===== config.mk =====
export PLATFORM = sky130hd
export DESIGN_NAME = msu_shift_unit
export DESIGN_NICKNAME = d
export VERILOG_FILES = /design/src/msu_pkg.sv /design/src/msu_shift_if.sv /design/src/msu_shift_unit.sv /design/src/msu_shift_core.sv
export SDC_FILE = /design/constraint.sdc
export NUM_CORES = 1
export LEC_CHECK = 0
export BUFFER_PORTS_ARGS = -buffer_cell sky130_fd_sc_hd__buf_2
export CORE_MARGIN = 2
export CORE_UTILIZATION = 57
export CTS_CLUSTER_DIAMETER = 30
export DETAILED_ROUTE_END_ITERATION = 7
export HOLD_SLACK_MARGIN = 0.06
export PLACE_DENSITY = 0.88
export SETUP_SLACK_MARGIN = 0.05
export SLEW_MARGIN = 40
export SYNTH_ARGS = -nofsm -noshare
export SYNTH_HDL_FRONTEND = slang
export SYNTH_SLANG_ARGS = --single-unit

===== constraint.sdc =====
create_clock -name clk -period 2.23 [get_ports clk]
set_input_delay 0.3345 -clock clk [delete_from_list [all_inputs] [get_ports clk]]
set_output_delay 0.3345 -clock clk [all_outputs]
set_load 0.01 [all_outputs]

===== src/msu_pkg.sv =====
// constants and types for the shift section of the byte-wide alu
//
// Overview of operation
// - left byte with carry: source shifted left, old carry fills bit 0
// - every left shift: half-carry status takes carry out of bit 3 of a byte, of bit 11 of a word
// - plain left word: pair shifted left in two microcycles, carry gets top bit
// - left word with odd source: sign-extend that byte, then shift the word
// - left word with carry: prior carry into bit 0, carry gets top bit
// - flag-updating left shifts: overflow on sign change, N and Z from result
// - plain right byte: carry gets low bit, half-carry and overflow unchanged
// - right byte with carry: prior carry fills vacated top bit
// - plain right word: pair shifted right, carry gets low bit
// - right word with carry: prior carry fills vacated top bit
// - right word shifts start at high byte; both fields name odd bytes
// - carry-out status follows the bit shifted off on every shift
// - source register never altered; only destination byte or pair written
// - status flags update on every shift (half-carry on left shifts only); condition codes only when CC_BIT (bit 8) is set
// - byte shifts: sign status is bit 7, zero status when byte is zero
// - word shifts: sign and zero status judged on full 16-bit result
// - word shifts run as two byte steps, carry passed through status flags
// - CC_BIT (bit 8) set below the opcode also updates the condition codes
package msu_pkg;

	localparam int DATA_W   = 8;
	localparam int REG_CNT  = 16;
	localparam int IDX_W    = 4;
	localparam int MI_W     = 16;

	// microinstruction field positions
	localparam int OP_HI    = 15;
	localparam int OP_LO    = 9;
	localparam int CC_BIT   = 8;
	localparam int RIGHT_BIT = 14;
	localparam int PLAIN_BIT = 10;
	localparam int WORD_BIT = 9;
	localparam int BFLD_HI  = 7;
	localparam int BFLD_LO  = 4;
	localparam int AFLD_HI  = 3;
	localparam int AFLD_LO  = 0;

	// seven-bit opcodes, bits 15..9
	localparam logic [6:0] OPC_SHL_BYTE_CARRY = 7'h44;
	localparam logic [6:0] OPC_SHL_WORD_CARRY = 7'h45;
	localparam logic [6:0] OPC_SHL_BYTE       = 7'h46;
	localparam logic [6:0] OPC_SHL_WORD       = 7'h47;
	localparam logic [6:0] OPC_SHR_BYTE_CARRY = 7'h6c;
	localparam logic [6:0] OPC_SHR_WORD_CARRY = 7'h6d;
	localparam logic [6:0] OPC_SHR_BYTE       = 7'h6e;
	localparam logic [6:0] OPC_SHR_WORD       = 7'h6f;

	localparam logic [7:0] REG_RESET  = 8'h00;
	localparam logic       FLAG_RESET = 1'b0;

	typedef enum logic {
		MSU_IDLE   = 1'b0,
		MSU_SECOND = 1'b1
	} msu_state_t;

endpackage


===== src/msu_shift_if.sv =====
// one-byte shift step between the sequencing logic and the shifter
`timescale 1ns/100ps
interface msu_shift_if;
	logic       dir_right;
	logic [7:0] operand;
	logic       fill;
	logic [7:0] result;
	logic       shifted_out;
	logic       half_carry;

	modport core (input dir_right, input operand, input fill,
		output result, output shifted_out, output half_carry);
	modport user (output dir_right, output operand, output fill,
		input result, input shifted_out, input half_carry);
endinterface


===== src/msu_shift_unit.sv =====
// shift section: decode, byte register file, two-step word sequencing, flags
`timescale 1ns/100ps
module msu_shift_unit (
	input  wire logic        clk,
	input  wire logic        rst_n,
	input  wire logic        mi_valid,
	input  wire logic [15:0] mi_word,
	output logic             mi_ready,
	output logic             done,
	input  wire logic        rf_wr_en,
	input  wire logic [3:0]  rf_wr_addr,
	input  wire logic [7:0]  rf_wr_data,
	input  wire logic [3:0]  rf_rd_addr,
	output logic [7:0]       rf_rd_data,
	output logic             sign_status,
	output logic             zero_status,
	output logic             half_carry_status,
	output logic             carry_out_status,
	output logic             cc_n,
	output logic             cc_z,
	output logic             cc_v,
	output logic             cc_c
);

	typedef struct packed {
		msu_pkg::msu_state_t               st;
		logic [msu_pkg::REG_CNT-1:0][7:0]  regs;
		logic [3:0]                        dst2;
		logic [3:0]                        src2;
		logic                              use_ext;
		logic                              ext_bit;
		logic                              right;
		logic                              upd_cc;
		logic [7:0]                        first_res;
		logic                              ready;
		logic                              done;
		logic [7:0]                        rd_data;
		logic                              sign;
		logic                              zero;
		logic                              half;
		logic                              cout;
		logic                              n;
		logic                              z;
		logic                              v;
		logic                              c;
	} msu_regs_t;

	msu_regs_t q_reg;
	msu_regs_t q_next;

	msu_shift_if sh ();

	msu_shift_core u_core (
		.sh (sh.core)
	);

	// ----------------------------------------
	// helpers
	// ----------------------------------------
	function automatic logic is_shift(input logic [6:0] op);
		return op == msu_pkg::OPC_SHL_BYTE_CARRY || op == msu_pkg::OPC_SHL_WORD_CARRY ||
			op == msu_pkg::OPC_SHL_BYTE || op == msu_pkg::OPC_SHL_WORD ||
			op == msu_pkg::OPC_SHR_BYTE_CARRY || op == msu_pkg::OPC_SHR_WORD_CARRY ||
			op == msu_pkg::OPC_SHR_BYTE || op == msu_pkg::OPC_SHR_WORD;
	endfunction

	// partner byte of a pair: next for left words, previous for right words
	function automatic logic [3:0] pair_idx(input logic [3:0] idx, input logic right);
		return right ? 4'(idx - 4'h1) : 4'(idx + 4'h1);
	endfunction

	// ----------------------------------------
	// next state
	// ----------------------------------------
	logic [6:0]  op;
	logic        dec_right;
	logic        dec_word;
	logic        dec_carry;
	logic        dec_upd;
	logic [3:0]  a_idx;
	logic [3:0]  b_idx;
	logic [15:0] w16;

	always_comb begin
		op        = mi_word[msu_pkg::OP_HI:msu_pkg::OP_LO];
		dec_right = mi_word[msu_pkg::RIGHT_BIT];
		dec_word  = mi_word[msu_pkg::WORD_BIT];
		dec_carry = ~mi_word[msu_pkg::PLAIN_BIT];
		dec_upd   = mi_word[msu_pkg::CC_BIT];
		a_idx     = mi_word[msu_pkg::AFLD_HI:msu_pkg::AFLD_LO];
		b_idx     = mi_word[msu_pkg::BFLD_HI:msu_pkg::BFLD_LO];
		w16       = 16'h0000;

		q_next         = q_reg;
		q_next.done    = 1'b0;
		q_next.rd_data = q_reg.regs[rf_rd_addr];
		if (rf_wr_en) begin
			q_next.regs[rf_wr_addr] = rf_wr_data;
		end

		// first step: operand is always the byte named by the source field
		sh.dir_right = dec_right;
		sh.operand   = q_reg.regs[b_idx];
		sh.fill      = dec_carry & q_reg.c;

		unique case (q_reg.st)
			msu_pkg::MSU_IDLE: begin
				if (mi_valid && is_shift(op)) begin
					// only the destination byte is written
					q_next.regs[a_idx] = sh.result;
					q_next.sign = sh.result[7];
					q_next.zero = sh.result == 8'h00;
					q_next.cout = sh.shifted_out;
					if (!dec_right) begin
						q_next.half = sh.half_carry;
					end
					if (dec_word) begin
						// second byte follows next cycle, carry held in status
						q_next.st        = msu_pkg::MSU_SECOND;
						q_next.ready     = 1'b0;
						q_next.dst2      = pair_idx(a_idx, dec_right);
						q_next.src2      = pair_idx(b_idx, dec_right);
						q_next.use_ext   = ~dec_right & b_idx[0];
						q_next.ext_bit   = q_reg.regs[b_idx][7];
						q_next.right     = dec_right;
						q_next.upd_cc    = dec_upd;
						q_next.first_res = sh.result;
					end else begin
						q_next.done = 1'b1;
						if (dec_upd) begin
							q_next.n = sh.result[7];
							q_next.z = sh.result == 8'h00;
							q_next.c = sh.shifted_out;
							if (!dec_right) begin
								q_next.v = sh.result[7] ^ sh.shifted_out;
							end
						end
					end
				end
			end
			msu_pkg::MSU_SECOND: begin
				sh.dir_right = q_reg.right;
				sh.operand   = q_reg.use_ext ? {8{q_reg.ext_bit}} : q_reg.regs[q_reg.src2];
				sh.fill      = q_reg.cout;
				q_next.regs[q_reg.dst2] = sh.result;
				w16 = q_reg.right ? {q_reg.first_res, sh.result} : {sh.result, q_reg.first_res};
				q_next.sign = w16[15];
				q_next.zero = w16 == 16'h0000;
				q_next.cout = sh.shifted_out;
				if (!q_reg.right) begin
					q_next.half = sh.half_carry;
				end
				if (q_reg.upd_cc) begin
					q_next.n = w16[15];
					q_next.z = w16 == 16'h0000;
					q_next.c = sh.shifted_out;
					if (!q_reg.right) begin
						q_next.v = w16[15] ^ sh.shifted_out;
					end
				end
				q_next.st    = msu_pkg::MSU_IDLE;
				q_next.ready = 1'b1;
				q_next.done  = 1'b1;
			end
		endcase
	end

	// ----------------------------------------
	// state register
	// ----------------------------------------
	always_ff @(posedge clk) begin
		if (!rst_n) begin
			q_reg         <= '0;
			q_reg.st      <= msu_pkg::MSU_IDLE;
			q_reg.regs    <= {msu_pkg::REG_CNT{msu_pkg::REG_RESET}};
			q_reg.ready   <= 1'b1;
			q_reg.sign    <= msu_pkg::FLAG_RESET;
			q_reg.zero    <= msu_pkg::FLAG_RESET;
			q_reg.half    <= msu_pkg::FLAG_RESET;
			q_reg.cout    <= msu_pkg::FLAG_RESET;
			q_reg.n       <= msu_pkg::FLAG_RESET;
			q_reg.z       <= msu_pkg::FLAG_RESET;
			q_reg.v       <= msu_pkg::FLAG_RESET;
			q_reg.c       <= msu_pkg::FLAG_RESET;
		end else begin
			q_reg <= q_next;
		end
	end

	assign mi_ready          = q_reg.ready;
	assign done              = q_reg.done;
	assign rf_rd_data        = q_reg.rd_data;
	assign sign_status       = q_reg.sign;
	assign zero_status       = q_reg.zero;
	assign half_carry_status = q_reg.half;
	assign carry_out_status  = q_reg.cout;
	assign cc_n              = q_reg.n;
	assign cc_z              = q_reg.z;
	assign cc_v              = q_reg.v;
	assign cc_c              = q_reg.c;

endmodule


===== src/msu_shift_core.sv =====
// combinational one-byte shifter
`timescale 1ns/100ps
module msu_shift_core (
	msu_shift_if.core sh
);
	always_comb begin
		if (sh.dir_right) begin
			sh.result      = {sh.fill, sh.operand[7:1]};
			sh.shifted_out = sh.operand[0];
		end else begin
			sh.result      = {sh.operand[6:0], sh.fill};
			sh.shifted_out = sh.operand[7];
		end
		// carry out of bit 3 lands in bit 4 on a left shift
		sh.half_carry = sh.operand[3];
	end
endmodule


---- Word level (Yosys, flattened, before mapping) ----
Index checks and enable logic that the tools add are counted.
cells by class
  $add $sub $neg .......................... 4
  $lt $le $gt $ge ......................... 9
  equality and inequality tests ........... 15
  muxes and demuxes ....................... 40
  bitwise gates (word level) .............. 7
  reduce and logical (&&, ||, !) cells .... 18
operator list
  operator                                                     count
  bitwise mux 128 bit                                          3
  case mux 129 bit (2 select lines)                            1
  2-to-1 mux 151 bit                                           1
  2-to-1 mux 128 bit                                           1
  binary-select mux 8 bit (select 4 bit)                       3
  demux 8 bit (select 4 bit)                                   3
  2-to-1 mux 8 bit                                             10
  equality test 7 bit (second input constant)                  8
  less-than comparator 4 x 5 -> 1 bit (second input constant)  6
  2-to-1 mux 21 bit                                            1
  2-to-1 mux 4 bit                                             5
  logical NOT 16 bit                                           1
  2-to-1 mux 16 bit                                            1
  case mux 8 bit (2 select lines)                              1
  != test 2 bit (second input constant)                        7
  >= comparator 4 x 1 -> 1 bit (second input constant)         3
  2-to-1 mux 1 bit                                             9
  adder 4 x 1 -> 4 bit (second input constant)                 2
  logical NOT 8 bit                                            1
  subtractor 4 x 1 -> 4 bit (second input constant)            2
  logical OR 1 bit                                             7
  AND reduction 3 bit                                          2
  AND reduction 6 bit                                          1
  logical AND 1 bit                                            4
  6 further kinds                                              10
word-level totals
  flip-flop bits (word level) ............. 167
  input bits .............................. 36
  output and inout port bits .............. 18
  word-level logic and storage cells ...... 128

---- Depth between registers and ports, before layout ----
  depth in word-level cells ............... 11
  gate-level depth with buffers ........... 11
  depth with buffers taken out ............ 7

---- Cells and area by module ----
Synthesis repeated with hierarchy kept, for this count alone.
unflattened totals
  cells, all modules ...................... 1155
  area, all modules ....................... 11791.3 um^2
modules (own cells, without submodules)
  module          instances  cells each  area each (um^2)  sequential area each (um^2)
  msu_shift_unit  1          1144        11637.4           3343.2
  msu_shift_core  1          11          153.9             0.0

---- Least setup slack after synthesis ----
OpenSTA, ideal clock, no wires.
  path type ............................... in2reg
  start point ............................. input rf_rd_addr[0]
  end point ............................... register q_reg (netlist bit rf_rd_data[5])
  setup time .............................. 0.115 ns
  arrival time ............................ 2.244 ns
  data required time ...................... 2.115 ns
  setup slack ............................. -0.129 ns
  stages .................................. 5
  path buffers ............................ 2
  path through ............................ clkbuf_1 > buf_1 > mux4_2 > mux4_2 > and2_1
between the ends
  longest elaborated chain between the ends .. 2
ends and longest elaborated chain
  item                                    RTL line               RTL
  start, declared                         msu_shift_unit.sv:13   input wire logic [3:0] rf_rd_addr,
  binary-select mux 8 bit (select 4 bit)  msu_shift_unit.sv:96   q_next.rd_data = q_reg.regs[rf_rd_addr];
  2-to-1 mux 8 bit (not written as such)  msu_shift_unit.sv:96
  end signal, assigned                    msu_shift_unit.sv:186  q_reg <= q_next;
  end, declared                           msu_shift_unit.sv:48   msu_regs_t q_reg;
No other way between the ends. The select of a mux whose other input is x is not followed.
A chain may end at the register's enable or synchronous reset.

---- Final worst setup path ----
  start point ............................. register q_reg[30] (netlist name)
  end point ............................... register q_reg (netlist bit cc_z)
between the ends
  longest elaborated chain between the ends .. 10
  elaborated cells on any way between the ends .. 13
  classes of those cells .................. mux (11); reduce/logical (2)
ends and longest elaborated chain
  item                                        RTL line               RTL
  binary-select mux 8 bit (select 4 bit) (*)  msu_shift_unit.sv:143  sh.operand = q_reg.use_ext ? {8{q_reg.ext_bit}} : q_reg.regs[q_reg.src2];
  2-to-1 mux 8 bit (not written as such) (*)  msu_shift_unit.sv:143
  2-to-1 mux 8 bit (*)                        msu_shift_unit.sv:143
  2-to-1 mux 8 bit (*)                        msu_shift_unit.sv:106  unique case (q_reg.st)
  2-to-1 mux 8 bit (*)                        msu_shift_core.sv:7    if (sh.dir_right) begin
  logical NOT 8 bit                           msu_shift_unit.sv:132  q_next.z = sh.result == 8'h00;
  2-to-1 mux 4 bit                            msu_shift_unit.sv:130  if (dec_upd) begin
  2-to-1 mux 4 bit                            msu_shift_unit.sv:117  if (dec_word) begin
  2-to-1 mux 8 bit                            msu_shift_unit.sv:108  if (mi_valid && is_shift(op)) begin
  case mux 8 bit (2 select lines) (*)         msu_shift_unit.sv:106
Every way passes the cells marked *; elsewhere a longest branch is shown, timed or not. The select of a mux whose other input is x is not followed.

==> summary.md <==
| Metric | Value |
|---|---|
| Status | complete, but fails checks |
| Failing checks | setup timing |
| Wl on met1 | 14400 um |
| Hold Path Stages | 3 |
| Final core utilization | 71.7% |
| CP Cell Sequence | buf_6 -> buf_12 -> mux4_2 -> mux2i_2 -> nor2_2 -> o22ai_4 -> buf_6 -> nor2_1 -> a211o_1 -> o31ai_2 |
| Max frequency | 394 MHz |
| CP Buf/Inv Count | 3 |
| Die Wd | 145 um |
| Clk_lat worst skew | 0.45 ns |
| Largest area contributor in the netlist | dfxtp_1 |
| CTS buffer count | 17 |
| Sw frac | 27.1% |
| Worst IR Drop VDD | 0.000597 V |
| Max_slew headroom | 45.6% |
| Ports | 54 |
| CTS tree | yes |
| Worst slew pin tran | 0.816 ns |
| Row count | 51 |
| Final hold vios | 0 |
| Antenna Nets Post-Route | 0 |
| CP Class | flop to flop |
| Hold Crit Class | input pin to flop |
| Total die area | 0.0209 sq mm |
| H-tree levels | 4 |
| Crit path time final | 2.54 ns |
| CP top delay family | multiplexers |
| Synth-to-layout area growth | 23.4% |
| Avg WL per Cell | 28.3 um |
| Asr flop ratio synth | 0% |
| Cells after synthesis | 1088 |
| Total number of vias | 11100 |
| Leakage | 7.02 nW |
| Clock power share | 43.7% |
| Mapped Nets | 1130 |
| Clk pin slew, worst setup/hold paths | 0.07 ns |
| PnR worst setup slack | -0.311 ns |
| CP max FO | 6 |
| Nets | 1256 |
| Ys Warns | 0 |
| Post-Layout Cell Count | 1492 |
| Setup TNS | -30.71 ns |
| Synth Cell Area | 0.0113 sq mm |
| First-pass GRT wire length | 59000 um |
| Startpoint types | flop |
| Post-Place Cells | 1426 |
| Ranking of synthesized cells by area | dfxtp_1, mux4_2, mux2i_1, o211a_1, nand2_1 |
| Die span in y | 145 um |
| Worst Path Required | 2.60 ns |
| Pin count of the biggest net entering global routing | 102 |
| Initial antenna violation count | 1 |
| Pwr/cell area | 524 mW/mm^2 |
| Top cell by count, worst path | buf_6 |
| Slowest stage delay, CP | 0.52 ns |
| Internal | 0.00531 W |
| Tot GR Track Use | 38.3% |
| Port bufs | 53 |
| 1st-pass router iterations | 7 |
| Reg2Reg Depth | 10 |
| Top sig layer | met4 |
| Core Region | 0.0194 sq mm |
| Share of cells above drive strength 1 | 32.0% |
| Final hold slack | 0.156 ns |
| Count leader, synth | nand2_1 |
| Detailed placement HPWL | 26400 um |
| Psw | 0.00198 W |
| Yosys reg bits | 167 |
| Hold Buf Count CTS | 0 |
| Overall power | 0.00729 W |
| Clock Skew | 0.0103 ns |
| Vias in the first global route | 10200 |
| Arrival time at the worst endpoint | 2.91 ns |
| Antenna Cells | 0 |
| Part of the power in combinational logic | 14.0% |
| Sink Count | 167 |
| Gp weighted congestion | 1.07 |
| Critical path capture point type | flop |
| Final Max Tran Viols | 0 |
| Post-synth top cells | nand2_1, dfxtp_1, mux2i_1 |
| Maximum buffer depth of the clock tree | 2 |
| GR Overflow Total | 0 |
| Seq/Total Area, Yosys | 29.7% |
| Top_reg_cell synth | dfxtp_1 |
| Initial core utilization | 58.1% |
| Met3 wire length | 6610 um |
| Top-area cell type share of the netlist area | 29.7% |
| Crit path depth | 10 |
| DRC marker count from the first detailed-route iteration | 1756 |
| Sequential share of power | 42.2% |
| Final period utilization | 114% |
| Final count of negative-setup-slack endpoints | 143 |
| Unrepaired setup endpoints after global routing | yes |
| Post-synthesis cell type count | 61 |
| Max cap viols | 0 |
| Vias per cell | 7.42 |
| Slowest cell on crit path | mux4_2 |
| Max reg flops | 149 |
| DRC errors left | 0 |
| Met2 WL post-DR | 18100 um |
| Avg Cell Area, Syn | 10.4 sq um |
| Root buf cell | clkbuf_16 |
| WL final | 42300 um |
| Post-synth EDFFs | 0 |
==> per-stage QoR <==
step | area [sq um] | setup WS, ns
floorplan | 11300 | -0.0555
global placement | 12600 | -0.306
detailed placement | 12600 | -0.377
CTS | 13600 | -0.207
global route | 13900 | -0.330
finish | 13900 | -0.311
==> path summary, 6_finish.rpt <==
kind | end | from | slack, ns
worst max register to register | cc_z | q_reg[30] | -0.31
worst min-delay path | q_reg[26] | mi_word[8] | 0.16
worst min register to register | q_reg[18] | q_reg[18] | 0.47
worst max-delay path | cc_z | q_reg[30] | -0.31
==> placed cells by master, fill, tap and decap left out, types with 3 or more instances in the layout <==
master      instances
buf_12             20
xnor2_1             7
a31o_2              3
dfxtp_1           166
nand2_1           168
nor2_4              6
a22oi_1            17
o21ai_0            10
mux2i_1           157
nor2_1             38
mux2_4              4
a21oi_1            12
nand2b_1            5
o21ai_2             4
inv_1               4
and3_1              3
buf_6              25
nand4_1             3
nor3b_1             4
nor2b_1            10
buf_4             109
ha_1                4
bufinv_16           3
clkinv_4            3
buf_8               3
nor2_2              4
mux2i_4             6
a31oi_1             4
mux4_2             91
nand3b_1            6
a32oi_1             6
nor3_1              5
buf_2              52
nand3_1            27
a21boi_0            8
o211a_1           135
and2_1             12
clkinvlp_4          3
inv_6               3
clkbuf_16          21
==> logic make-up (layout without fill, tap and decap cells) <==
family	count (synthesis)	count (layout)	synth area share, %
AOI/OAI and AO/OA	228	228	18.1
xor gates and xnor gates	8	8	0.622
adders and majority gates	6	6	0.800
buffers and inverters	113	250	5.00
DFF	167	167	29.7
muxes	260	262	33.8
and+or+nand+nor	306	306	12.1
==> per-layer routing <==
metal / vias to the layer above / global-route usage [%]
li1: 4388 / -
met1: 5202 / 50.2
met2: 1181 / 56.3
met3: 298 / 11.9
met4: 0 / 21.2
met5: - / 0
==> power groups by stage <==
stage	clock [W]	combinational, W	sequential [W]
CTS	0.00319	0.000929	0.00307
finish	0.00319	0.00102	0.00308
global route	0.00330	0.00106	0.00308
detailed placement	0	0.000853	0.00314
floorplan	0	0.000552	0.00312
global placement	0	0.000835	0.00313
==> timing repair <==
action                     CTS  global route
setup endpoints to repair  142           144
gates resized for setup     59            39
pin swaps                   50            90
setup buffers               19             9
gates cloned                 5             3
==> tightest hold or removal path, delay by kind of cell <==
| kind | cells | cell delay [ns] |
|---|---|---|
| buffers and inverters | 1 | 0.11 |
| AO/OA/AOI/OAI | 1 | 0.07 |
| AND/OR/NAND/NOR | 1 | 0.05 |
==> layout make-up <==
class | instances | area (sq um)
Tap cell | 265 | 332
Multi-Input combinational cell | 810 | 7670
Clock buffer | 19 | 453
Sequential cell | 167 | 3350
Clock inverter | 13 | 170
Inverter | 5 | 18.8
Fill cell | 1223 | 5500
Timing Repair Buffer | 213 | 1910
Note: power is estimated with default switching activity, not from simulation.
